## config.mk

```make
export PLATFORM = sky130hd
export DESIGN_NAME = flc_top
export DESIGN_NICKNAME = d
export VERILOG_FILES = /design/src/core/flc_pkg.sv /design/src/core/flc_top.sv /design/src/core/flc_lifecycle.sv /design/src/core/flc_prot_check.sv
export VERILOG_INCLUDE_DIRS = /design/src /design/src/core
export SDC_FILE = /design/constraint.sdc
export NUM_CORES = 1
export LEC_CHECK = 0
export BUFFER_PORTS_ARGS = -buffer_cell sky130_fd_sc_hd__buf_2
export CORE_MARGIN = 2
export CORE_UTILIZATION = 35
export DETAILED_ROUTE_END_ITERATION = 16
export PLACE_DENSITY = 0.64
export SYNTH_ARGS = -nofsm -noshare
export SYNTH_HDL_FRONTEND = slang
export SYNTH_HIERARCHICAL = 1
export SYNTH_SLANG_ARGS = --single-unit
```

## constraint.sdc

```tcl
create_clock -name pclk -period 5.2 [get_ports pclk]
set_input_delay 0.52 -clock pclk [delete_from_list [all_inputs] [get_ports pclk]]
set_output_delay 0.52 -clock pclk [all_outputs]
set_load 0.005 [all_outputs]
```

## src/core/flc_params.svh

```systemverilog
`ifndef FLC_PARAMS_SVH
`define FLC_PARAMS_SVH
// block map
`define FLC_LOW_BLKS 37
`define FLC_HIGH_BLKS 32
`define FLC_DUAL_BLKS 32
`define FLC_NBLK (`FLC_LOW_BLKS + `FLC_HIGH_BLKS)
`define FLC_BLK_W 7
`define FLC_CNT_W 8
`define FLC_LO0_BITS 32
// register byte offsets
`define FLC_OFF_TEMP_LO0 12'h000
`define FLC_OFF_TEMP_LO1 12'h004
`define FLC_OFF_TEMP_HI 12'h008
`define FLC_OFF_TEMP_DB 12'h00C
`define FLC_OFF_PERM_LO0 12'h010
`define FLC_OFF_PERM_LO1 12'h014
`define FLC_OFF_PERM_HI 12'h018
`define FLC_OFF_PERM_DB 12'h01C
`define FLC_OFF_LC 12'h020
`define FLC_OFF_CMD 12'h024
`define FLC_OFF_STATUS 12'h028
`define FLC_OFF_IRQ_STAT 12'h02C
`define FLC_OFF_IRQ_MASK 12'h030
`define FLC_OFF_ERR_BLK 12'h034
// interrupt bits
`define FLC_IRQ_W 5
`define FLC_IRQ_REFUSED 0
`define FLC_IRQ_FAULT 1
`define FLC_IRQ_BAD_STEP 2
`define FLC_IRQ_INIT_DONE 3
`define FLC_IRQ_INIT_REFUSED 4
// command and status bits
`define FLC_CMD_INIT 0
`define FLC_ST_BUSY 0
`define FLC_ST_DEBUG 1
`define FLC_ST_SERIAL 2
`define FLC_ST_DUAL 3
`define FLC_ST_LOADED 4
`endif

```

## src/core/flc_pkg.sv

```systemverilog
`include "flc_params.svh"
package flc_pkg;
  // lifecycle states in path order
  typedef enum logic [2:0] {
    chip_manufacturing_state, secure_software_dev_state, nonsecure_software_dev_state,
    deployed_state, debug_locked_state, boot_locked_state
  } flc_lc_t;
  typedef enum logic [1:0] {op_read, op_program, op_erase} flc_op_t;
  // one protect set: low, high and dual bank words
  typedef struct packed {
    logic [`FLC_DUAL_BLKS-1:0] dual_bank;
    logic [`FLC_HIGH_BLKS-1:0] high_blocks;
    logic [`FLC_LOW_BLKS-1:0] low_blocks;
  } flc_prot_t;
  // flash request from cpu or serial port
  typedef struct packed {
    flc_op_t op;
    logic bank;
    logic [`FLC_BLK_W-1:0] blk;
    logic target_secure;
    logic from_serial;
  } flc_req_t;
  // nonvolatile image
  typedef struct packed {
    flc_lc_t lc;
    flc_prot_t temp_block_protect;
    flc_prot_t perm_block_protect;
  } flc_nv_t;
  // protect bit of one block for the current bank mode
  function automatic logic prot_bit(flc_prot_t p, logic dual, logic bank,
                                    logic [`FLC_BLK_W-1:0] blk);
    logic r;
    r = 1'b0;
    if (dual && bank) begin
      if (blk < `FLC_DUAL_BLKS) r = p.dual_bank[blk[4:0]];
    end else if (blk < `FLC_LOW_BLKS) begin
      r = p.low_blocks[blk[5:0]];
    end else if (blk < `FLC_NBLK) begin
      r = p.high_blocks[5'(blk - `FLC_BLK_W'(`FLC_LOW_BLKS))];
    end
    return r;
  endfunction
  // allowed unauthenticated step
  function automatic logic legal_step(flc_lc_t from, flc_lc_t to);
    return (from == chip_manufacturing_state && to == secure_software_dev_state) ||
           (from == secure_software_dev_state && to == nonsecure_software_dev_state) ||
           (from == nonsecure_software_dev_state && to == deployed_state) ||
           (from == deployed_state && to == debug_locked_state) ||
           (from == debug_locked_state && to == boot_locked_state) ||
           (from == secure_software_dev_state && to == debug_locked_state);
  endfunction
endpackage

```

## src/core/flc_top.sv

```systemverilog
// Design decisions made here: the APB slave port and the address map.
`timescale 1ns/1ps
`include "flc_params.svh"
module flc_top (
  // clock and reset
  input wire logic pclk,
  input wire logic presetn,
  // apb slave
  input wire logic psel,
  input wire logic penable,
  input wire logic pwrite,
  input wire logic [11:0] paddr,
  input wire logic [31:0] pwdata,
  output logic [31:0] prdata,
  output logic pready,
  output logic pslverr,
  // nonvolatile image in and write back
  input wire logic nv_valid,
  input flc_pkg::flc_nv_t nv_image,
  output logic nv_wr,
  output flc_pkg::flc_nv_t nv_wr_image,
  // flash request port
  input wire logic dual_mode,
  input wire logic req_valid,
  input flc_pkg::flc_req_t req,
  output logic req_ready,
  output logic resp_valid,
  output logic resp_err,
  // flash engine
  output logic fl_cmd_valid,
  output flc_pkg::flc_req_t fl_cmd,
  input wire logic fl_busy,
  // memory access monitor
  input wire logic ax_valid,
  input wire logic ax_nonsecure,
  input wire logic ax_target_secure,
  output logic secure_fault,
  // port enables and interrupt
  output logic debug_en,
  output logic serial_en,
  output flc_pkg::flc_lc_t lc_state,
  output logic irq
);
  typedef enum logic [2:0] {st_idle, st_issue, st_gap, st_wait, st_finish} flc_init_t;
  flc_init_t st_q;
  flc_pkg::flc_prot_t temp_q, perm_q;
  logic [`FLC_IRQ_W-1:0] irq_stat_q, irq_mask_q, irq_set, irq_clr;
  logic [`FLC_CNT_W-1:0] cnt_q;
  logic [`FLC_BLK_W-1:0] err_blk_q;
  logic [31:0] rd_d;
  logic ack_q, err_q, loaded_q, init_done, step_bad, locked, allow, take;
  logic wr_en, rd_hit, cnt_bank, cnt_skip, cnt_last, init_go, init_refuse;
  logic [`FLC_BLK_W-1:0] cnt_blk;
  flc_pkg::flc_nv_t img, img_prev_q;
  //////////////////////////////////////////////////////////////////////////
  // apb: one wait state, write lands on the completing edge
  assign pready = ack_q;
  assign pslverr = ack_q && err_q;
  assign wr_en = psel && penable && ack_q && pwrite && !err_q;
  always_comb begin
    rd_d = 32'h0000_0000;
    rd_hit = 1'b1;
    unique case (paddr)
      `FLC_OFF_TEMP_LO0: rd_d = temp_q.low_blocks[`FLC_LO0_BITS-1:0];
      `FLC_OFF_TEMP_LO1: rd_d[4:0] = temp_q.low_blocks[`FLC_LOW_BLKS-1:`FLC_LO0_BITS];
      `FLC_OFF_TEMP_HI: rd_d = temp_q.high_blocks;
      `FLC_OFF_TEMP_DB: rd_d = temp_q.dual_bank;
      `FLC_OFF_PERM_LO0: rd_d = perm_q.low_blocks[`FLC_LO0_BITS-1:0];
      `FLC_OFF_PERM_LO1: rd_d[4:0] = perm_q.low_blocks[`FLC_LOW_BLKS-1:`FLC_LO0_BITS];
      `FLC_OFF_PERM_HI: rd_d = perm_q.high_blocks;
      `FLC_OFF_PERM_DB: rd_d = perm_q.dual_bank;
      `FLC_OFF_LC: rd_d[2:0] = lc_state;
      `FLC_OFF_CMD: rd_d = 32'h0000_0000;
      `FLC_OFF_STATUS: begin
        rd_d[`FLC_ST_BUSY] = st_q != st_idle;
        rd_d[`FLC_ST_DEBUG] = debug_en;
        rd_d[`FLC_ST_SERIAL] = serial_en;
        rd_d[`FLC_ST_DUAL] = dual_mode;
        rd_d[`FLC_ST_LOADED] = loaded_q;
      end
      `FLC_OFF_IRQ_STAT: rd_d[`FLC_IRQ_W-1:0] = irq_stat_q;
      `FLC_OFF_IRQ_MASK: rd_d[`FLC_IRQ_W-1:0] = irq_mask_q;
      `FLC_OFF_ERR_BLK: rd_d[`FLC_BLK_W-1:0] = err_blk_q;
      default: rd_hit = 1'b0;
    endcase
  end
  // access phase tracking and read capture
  always_ff @(posedge pclk or negedge presetn) begin
    if (!presetn) begin
      ack_q <= 1'b0;
      err_q <= 1'b0;
      prdata <= 32'h0000_0000;
    end else begin
      ack_q <= psel && penable && !ack_q;
      if (psel && penable && !ack_q) begin
        err_q <= !rd_hit;
        prdata <= pwrite ? 32'h0000_0000 : rd_d;
      end
    end
  end
  //////////////////////////////////////////////////////////////////////////
  // protect words: writes only add locks
  always_ff @(posedge pclk or negedge presetn) begin
    if (!presetn) begin
      temp_q <= '0;
      perm_q <= '0;
    end else if (nv_valid && !loaded_q) begin
      temp_q <= nv_image.temp_block_protect;
      perm_q <= nv_image.perm_block_protect;
    end else if (init_done) begin
      temp_q <= '0;
    end else if (wr_en && st_q == st_idle) begin
      unique case (paddr)
        `FLC_OFF_TEMP_LO0: temp_q.low_blocks[`FLC_LO0_BITS-1:0] <=
          temp_q.low_blocks[`FLC_LO0_BITS-1:0] | pwdata;
        `FLC_OFF_TEMP_LO1: temp_q.low_blocks[`FLC_LOW_BLKS-1:`FLC_LO0_BITS] <=
          temp_q.low_blocks[`FLC_LOW_BLKS-1:`FLC_LO0_BITS] | pwdata[4:0];
        `FLC_OFF_TEMP_HI: temp_q.high_blocks <= temp_q.high_blocks | pwdata;
        `FLC_OFF_TEMP_DB: temp_q.dual_bank <= temp_q.dual_bank | pwdata;
        `FLC_OFF_PERM_LO0: perm_q.low_blocks[`FLC_LO0_BITS-1:0] <=
          perm_q.low_blocks[`FLC_LO0_BITS-1:0] | pwdata;
        `FLC_OFF_PERM_LO1: perm_q.low_blocks[`FLC_LOW_BLKS-1:`FLC_LO0_BITS] <=
          perm_q.low_blocks[`FLC_LOW_BLKS-1:`FLC_LO0_BITS] | pwdata[4:0];
        `FLC_OFF_PERM_HI: perm_q.high_blocks <= perm_q.high_blocks | pwdata;
        `FLC_OFF_PERM_DB: perm_q.dual_bank <= perm_q.dual_bank | pwdata;
        default: ;
      endcase
    end
  end
  //////////////////////////////////////////////////////////////////////////
  // nonvolatile load flag and write back on any change
  assign img = '{lc: lc_state, temp_block_protect: temp_q, perm_block_protect: perm_q};
  always_ff @(posedge pclk or negedge presetn) begin
    if (!presetn) begin
      loaded_q <= 1'b0;
      img_prev_q <= '0;
      nv_wr <= 1'b0;
      nv_wr_image <= '0;
    end else begin
      if (nv_valid) loaded_q <= 1'b1;
      img_prev_q <= img;
      nv_wr <= loaded_q && img != img_prev_q;
      nv_wr_image <= img;
    end
  end
  flc_lifecycle u_lc (
    .pclk(pclk),
    .presetn(presetn),
    .load_valid(nv_valid && !loaded_q),
    .load_state(nv_image.lc),
    .step_req(wr_en && paddr == `FLC_OFF_LC && st_q == st_idle),
    .step_target(pwdata[2:0]),
    .init_done(init_done),
    .lc_state(lc_state),
    .step_bad(step_bad),
    .debug_en(debug_en),
    .serial_en(serial_en)
  );
  //////////////////////////////////////////////////////////////////////////
  // initialise sequence: erase each block not held by a permanent lock
  assign init_go = wr_en && paddr == `FLC_OFF_CMD && pwdata[`FLC_CMD_INIT];
  assign init_refuse = init_go && (st_q != st_idle ||
                       lc_state >= flc_pkg::debug_locked_state);
  assign cnt_bank = cnt_q >= `FLC_CNT_W'(`FLC_NBLK);
  assign cnt_blk = cnt_bank ? `FLC_BLK_W'(cnt_q - `FLC_CNT_W'(`FLC_NBLK)) :
                   cnt_q[`FLC_BLK_W-1:0];
  assign cnt_skip = (cnt_bank && !dual_mode) ||
                    flc_pkg::prot_bit(perm_q, dual_mode, cnt_bank, cnt_blk);
  assign cnt_last = cnt_q == `FLC_CNT_W'(`FLC_NBLK + `FLC_DUAL_BLKS - 1);
  assign init_done = st_q == st_finish;
  always_ff @(posedge pclk or negedge presetn) begin
    if (!presetn) begin
      st_q <= st_idle;
      cnt_q <= '0;
    end else begin
      unique case (st_q)
        st_idle: if (init_go && !init_refuse) begin
          st_q <= st_issue;
          cnt_q <= '0;
        end
        st_issue: if (cnt_skip || !fl_busy) begin
          st_q <= cnt_skip ? (cnt_last ? st_finish : st_issue) : st_gap;
          if (cnt_skip) cnt_q <= cnt_q + 1'b1;
        end
        st_gap: st_q <= st_wait;
        st_wait: if (!fl_busy) begin
          st_q <= cnt_last ? st_finish : st_issue;
          cnt_q <= cnt_q + 1'b1;
        end
        st_finish: st_q <= st_idle;
      endcase
    end
  end
  //////////////////////////////////////////////////////////////////////////
  // request port: judged in one cycle, answered the next
  flc_prot_check u_chk (
    .req(req),
    .temp_p(temp_q),
    .perm_p(perm_q),
    .dual_mode(dual_mode),
    .lc(lc_state),
    .serial_en(serial_en),
    .locked(locked),
    .allow(allow)
  );
  assign req_ready = loaded_q && st_q == st_idle && !fl_busy && !fl_cmd_valid;
  assign take = req_valid && req_ready;
  always_ff @(posedge pclk or negedge presetn) begin
    if (!presetn) begin
      resp_valid <= 1'b0;
      resp_err <= 1'b0;
      fl_cmd_valid <= 1'b0;
      fl_cmd <= '0;
      err_blk_q <= '0;
    end else begin
      resp_valid <= take;
      resp_err <= take && !allow;
      fl_cmd_valid <= (take && allow) || (st_q == st_issue && !cnt_skip && !fl_busy);
      if (take) fl_cmd <= req;
      else if (st_q == st_issue) begin
        fl_cmd <= '{op: flc_pkg::op_erase, bank: cnt_bank, blk: cnt_blk,
                    target_secure: 1'b0, from_serial: 1'b0};
      end
      if (take && !allow) err_blk_q <= req.blk;
    end
  end
  // secure fault, routed to the secure handler
  always_ff @(posedge pclk or negedge presetn) begin
    if (!presetn) secure_fault <= 1'b0;
    else secure_fault <= ax_valid && ax_nonsecure && ax_target_secure;
  end
  //////////////////////////////////////////////////////////////////////////
  // interrupt status, set wins over write-one clear
  assign irq_set = {init_refuse, init_done, step_bad, secure_fault, resp_valid && resp_err};
  assign irq_clr = (wr_en && paddr == `FLC_OFF_IRQ_STAT) ? pwdata[`FLC_IRQ_W-1:0] : '0;
  always_ff @(posedge pclk or negedge presetn) begin
    if (!presetn) begin
      irq_stat_q <= '0;
      irq_mask_q <= '0;
      irq <= 1'b0;
    end else begin
      irq_stat_q <= (irq_stat_q & ~irq_clr) | irq_set;
      if (wr_en && paddr == `FLC_OFF_IRQ_MASK) irq_mask_q <= pwdata[`FLC_IRQ_W-1:0];
      irq <= |(((irq_stat_q & ~irq_clr) | irq_set) & irq_mask_q);
    end
  end
  //////////////////////////////////////////////////////////////////////////
  property p_lock_refuse;
    @(posedge pclk) disable iff (!presetn)
      take && locked && req.op != flc_pkg::op_read |=> resp_valid && resp_err && !fl_cmd_valid;
  endproperty
  a_lock_refuse: assert property (p_lock_refuse) else $error("locked block served");
  property p_perm_sticky;
    @(posedge pclk) disable iff (!presetn)
      loaded_q && $past(loaded_q) |-> (perm_q & $past(perm_q)) == $past(perm_q);
  endproperty
  a_perm_sticky: assert property (p_perm_sticky) else $error("permanent lock dropped");
  property p_init_end;
    @(posedge pclk) disable iff (!presetn)
      st_q == st_finish |=> temp_q == '0 && lc_state == flc_pkg::secure_software_dev_state;
  endproperty
  a_init_end: assert property (p_init_end) else $error("initialise end state wrong");
  property p_init_skip;
    @(posedge pclk) disable iff (!presetn)
      fl_cmd_valid && st_q == st_gap |->
        !flc_pkg::prot_bit(perm_q, dual_mode, fl_cmd.bank, fl_cmd.blk);
  endproperty
  a_init_skip: assert property (p_init_skip) else $error("erased a permanent block");
  property p_fault;
    @(posedge pclk) disable iff (!presetn)
      ax_valid && ax_nonsecure && ax_target_secure |=> secure_fault ##1 irq_stat_q[1];
  endproperty
  a_fault: assert property (p_fault) else $error("secure fault missing");
  property p_serial_ns;
    @(posedge pclk) disable iff (!presetn)
      take && req.from_serial && req.target_secure &&
      lc_state == flc_pkg::nonsecure_software_dev_state |=> resp_err;
  endproperty
  a_serial_ns: assert property (p_serial_ns) else $error("serial reached secure");
  property p_serial_dpl;
    @(posedge pclk) disable iff (!presetn)
      take && req.from_serial && (lc_state == flc_pkg::deployed_state ||
      lc_state == flc_pkg::debug_locked_state) |=> resp_err ##0 !fl_cmd_valid;
  endproperty
  a_serial_dpl: assert property (p_serial_dpl) else $error("serial reached flash");
  property p_init_block;
    @(posedge pclk) disable iff (!presetn)
      init_go && lc_state >= flc_pkg::debug_locked_state |=> st_q == st_idle;
  endproperty
  a_init_block: assert property (p_init_block) else $error("initialise in locked state");
  c_refuse: cover property (@(posedge pclk) disable iff (!presetn) resp_valid && resp_err);
  c_init: cover property (@(posedge pclk) disable iff (!presetn) st_q == st_finish);
  c_fault: cover property (@(posedge pclk) disable iff (!presetn) secure_fault && irq);
endmodule // flc_top

```

## src/core/flc_lifecycle.sv

```systemverilog
`timescale 1ns/1ps
`include "flc_params.svh"
module flc_lifecycle (
  // clock and reset
  input wire logic pclk,
  input wire logic presetn,
  // state load from nonvolatile store
  input wire logic load_valid,
  input flc_pkg::flc_lc_t load_state,
  // step and initialise requests
  input wire logic step_req,
  input wire logic [2:0] step_target,
  input wire logic init_done,
  // state and port enables
  output flc_pkg::flc_lc_t lc_state,
  output logic step_bad,
  output logic debug_en,
  output logic serial_en
);
  flc_pkg::flc_lc_t lc_q;
  logic loaded_q;
  logic step_ok;
  assign step_ok = flc_pkg::legal_step(lc_q, flc_pkg::flc_lc_t'(step_target));
  //////////////////////////////////////////////////////////////////////////
  // lifecycle state register
  always_ff @(posedge pclk or negedge presetn) begin
    if (!presetn) begin
      lc_q <= flc_pkg::chip_manufacturing_state;
      loaded_q <= 1'b0;
    end else if (load_valid) begin
      lc_q <= load_state;
      loaded_q <= 1'b1;
    end else if (init_done) begin
      lc_q <= flc_pkg::secure_software_dev_state;
    end else if (step_req && step_ok) begin
      lc_q <= flc_pkg::flc_lc_t'(step_target);
    end
  end
  // refused step flag pulse
  always_ff @(posedge pclk or negedge presetn) begin
    if (!presetn) step_bad <= 1'b0;
    else step_bad <= step_req && !step_ok && !init_done;
  end
  // port enables, both off until the stored state is known
  always_ff @(posedge pclk or negedge presetn) begin
    if (!presetn) begin
      debug_en <= 1'b0;
      serial_en <= 1'b0;
    end else begin
      debug_en <= loaded_q && lc_q < flc_pkg::debug_locked_state;
      serial_en <= loaded_q && lc_q != flc_pkg::boot_locked_state;
    end
  end
  assign lc_state = lc_q;
  //////////////////////////////////////////////////////////////////////////
  property p_debug_dead;
    @(posedge pclk) disable iff (!presetn)
      (lc_q == flc_pkg::debug_locked_state || lc_q == flc_pkg::boot_locked_state)
        |=> !debug_en;
  endproperty
  a_debug_dead: assert property (p_debug_dead) else $error("debug on in locked state");
  property p_serial_dead;
    @(posedge pclk) disable iff (!presetn)
      lc_q == flc_pkg::boot_locked_state |=> !serial_en;
  endproperty
  a_serial_dead: assert property (p_serial_dead) else $error("serial on in boot lock");
  property p_step_path;
    @(posedge pclk) disable iff (!presetn)
      (loaded_q && !$past(load_valid) && !$past(init_done) && lc_q != $past(lc_q))
        |-> flc_pkg::legal_step($past(lc_q), lc_q);
  endproperty
  a_step_path: assert property (p_step_path) else $error("illegal lifecycle step");
endmodule // flc_lifecycle

```

## src/core/flc_prot_check.sv

```systemverilog
`timescale 1ns/1ps
`include "flc_params.svh"
module flc_prot_check (
  // request and settings
  input flc_pkg::flc_req_t req,
  input flc_pkg::flc_prot_t temp_p,
  input flc_pkg::flc_prot_t perm_p,
  input wire logic dual_mode,
  input flc_pkg::flc_lc_t lc,
  input wire logic serial_en,
  // decision
  output logic locked,
  output logic allow
);
  logic port_ok;
  // effective lock is temporary or permanent
  assign locked = flc_pkg::prot_bit(temp_p, dual_mode, req.bank, req.blk) ||
                  flc_pkg::prot_bit(perm_p, dual_mode, req.bank, req.blk);
  // serial port reach per lifecycle state
  always_comb begin
    port_ok = 1'b1;
    if (req.from_serial) begin
      unique case (lc)
        flc_pkg::nonsecure_software_dev_state: port_ok = !req.target_secure;
        flc_pkg::deployed_state, flc_pkg::debug_locked_state: port_ok = 1'b0;
        flc_pkg::boot_locked_state: port_ok = 1'b0;
        default: port_ok = serial_en;
      endcase
      if (!serial_en) port_ok = 1'b0;
    end
  end
  // reads pass the block lock, program and erase do not
  assign allow = port_ok && (req.op == flc_pkg::op_read || !locked);
endmodule // flc_prot_check

```

==> impl_metrics.csv <==
group,metric,value,unit
run_status,status,"finished, final reports clean",
critical_path,cp.buffers_inverters,2,
hold_path,holdPathEnd,"img[145]$_DFFE_PN0P_",
synthesis,syn_inst,2342,
placement,place_congestion,1.04,
routing,num_vias,23700,
critical_path,r2r_end,"cnt_q[4]$_DFFE_PN0P_",
job,cap_violations,0,
critical_path,startpoint_type,"flip-flop",
power_and_ir_drop,sw_frac_of_total,0.372,
hold_path,min_path_type,"primary input to flip-flop",
sta,fin_ws,0.790,ns
placement,hpwl,97400,um
clock_network,htree_levels,2,
critical_path,crit_family,"compound AO/OA/AOI/OAI gates",
grt,overflow,0,
grt,grt_max_degree,135,
grt,grt_util_all_layers,0.353,
critical_path,worstPathArrival,4.89,ns
sta,finalSetupViolCount,0,
critical_path,slowest_stage,"o21a_1",
hold_path,hold_path_depth,3,
synthesis,avgSynthCellArea,10.3,sq um
routing,drcViolationCount,0,
critical_path,worst-path-max-fanout,15,
grt,grt_pass1_vias,22700,
routing,ant_nets,0,
hold_path,hp-start,"nv_image[145]",
sta,max_slew_margin,0.150,
sta,fin_setup_tns,0,ns
power_and_ir_drop,ir_worst_vdd,0.000244,V
routing,first_iter_violations,3421,
power_and_ir_drop,combPwrFrac,0.266,
sta,slew_violations,0,
floorplan,die_y,266,um
clock_network,clk_latency,0.63,ns
placement,pre_cts_slack,0.922,ns
placement,port-buffer-count,535,
clock_network,clkSinkCount,495,
power_and_ir_drop,p_switching,4.83,mW
power_and_ir_drop,cellPowerDensity,438,nW/um^2
final_layout,nNetsFinal,3128,
critical_path,r2r_start,"cnt_q[0]$_DFFE_PN0P_",
synthesis,synth_nets,2620,
floorplan,design.core.area,68200,sq um
power_and_ir_drop,intPower,8.14,mW
critical_path,crit_start,"cnt_q[0]$_DFFE_PN0P_",
sta,timing.final.crit_share,0.848,
sta,worstMarginPinSlew,1.26,ns
clock_network,cts_tree,"done",
clock_network,numCtsBuffers,53,
grt,grt_pass1_wl,176000,um
synthesis,synth_area,24000,sq um
critical_path,cp_cell_sequence,"inv_2, ha_1, nor2b_1, o21a_1, buf_4, o21ai_1, nand2_1, a222oi_1, and3_1, o32a_1, a31oi_4, nand3_2, a311o_1",
routing,wire_per_inst,33.7,um
sta,period_needed,4.41,ns
final_layout,layout-drive-gt1-share,0.262,
final_layout,final_core_util,0.434,
routing,dr.pass1.iters,8,
power_and_ir_drop,p_total,13.0,mW
floorplan,ios,536,
floorplan,core.rowCount,96,
clock_network,post-cts-setup-buffers,0,
grt,antenna_found_initial,9,
clock_network,clockRootBuffer,"clkbuf_16",
floorplan,start_util,0.352,
power_and_ir_drop,seqPwrFrac,0.421,
power_and_ir_drop,total_leakage_power,13.1,nW
floorplan,die_area,70800,sq um
sta,fmax,227,MHz
routing,routed_wl,127000,um
critical_path,max_stage_delay,0.60,ns
critical_path,path_class,"flip-flop to flip-flop",
sta,hold_viol,0,
floorplan,die_w,266,um
clock_network,cts.path.max_buffers,3,
critical_path,cp-end-kind,"flip-flop",
clock_network,cts_resized,0,
sta,fin_skew,0.0372,ns
final_layout,syn_to_final_growth,23.1,%
clock_network,cts-hold-fix-buffers,1,
sta,timing.hold.ws,0.0857,ns
critical_path,worstPathRequired,5.68,ns
sta,rsz0062_at_grt,"no",
routing,vias_per_cell,6.26,
clock_network,clkSlewWorstSetupHoldPaths,0.07,ns
critical_path,worstRegToRegCells,13,
critical_path,rrSetupSlack,0.79,ns
synthesis,ys_warn_count,6,
power_and_ir_drop,clockPowerShare,0.313,
## worst min-delay path, delay by kind of cell
family,cells,cell delay [ns]
simple gates,1,0.03
buf+inv,1,0.07
compound gates,1,0.05
## how the worst max path moves through the flow
stage	depth (start not counted)	end	slack, ns
after floorplan	15	cnt_q[4]$_DFFE_PN0P_	1.46
after global placement	13	cnt_q[4]$_DFFE_PN0P_	0.91
after detailed placement	13	cnt_q[4]$_DFFE_PN0P_	0.92
after CTS	13	cnt_q[4]$_DFFE_PN0P_	0.89
after global routing	13	cnt_q[4]$_DFFE_PN0P_	0.63
final	13	cnt_q[4]$_DFFE_PN0P_	0.79
## layout by cell type, fill, tap and decap left out, types with 24 or more instances in the layout
cell,n
a211oi_1,30
a21oi_1,151
a221oi_1,28
a22o_1,40
a22oi_1,102
buf_2,534
buf_4,45
clkbuf_16,53
dfrtp_1,495
inv_1,48
mux2i_1,24
nand2_1,168
nand3_1,48
nand4_1,40
nor2_1,230
nor3_1,64
nor4_1,30
o21ai_0,133
o22a_1,96
xnor2_1,126
xor2_1,57
## metrics by stage
stage,instances,cell area [sq um]
after CTS,3773,29600
after detailed placement,3676,27700
after floorplan,2342,24000
final,3778,29600
after global placement,3676,27700
after global routing,3776,29600
## power groups by stage
stage                     Combinational, mW  Clock [mW]  Sequential [mW]
after CTS                              3.38        4.08             5.41
after detailed placement               3.36           0             5.47
after global routing                   3.65        4.22             5.48
after floorplan                        1.93           0             4.97
after global placement                 3.39           0             5.47
final                                  3.45        4.06             5.46
## cell type report
class                           count  area [sq um]
Fill cell                        6694         38600
Sequential cell                   495         12400
Multi-Input combinational cell   1663         10900
Timing Repair Buffer              586          3140
Clock buffer                       73          1520
Tap cell                          882          1100
Clock inverter                     23           310
Inverter                           51           194
Antenna cell                        5          12.5
## sequential cells by signal (all words and copies together), names as in the netlist, 3 cells and up
name           count
cnt_q              8
err_blk_q          7
fl_cmd            12
img              202
img_prev_q       205
irq_mask_q         5
irq_stat_q         5
prdata            32
st_q               3
u_lc/lc_state      3
## routing by layer
metal	wire length, um	part of all wire	vias to the layer above	track usage
li1	-	-	9738	-
met2	56200	0.44	1618	0.532
met5	51	0.00040	-	0
met4	7530	0.059	8	0.182
met1	49500	0.39	12000	0.470
met3	14100	0.11	352	0.0886
Power figures use the tool's default switching activity.
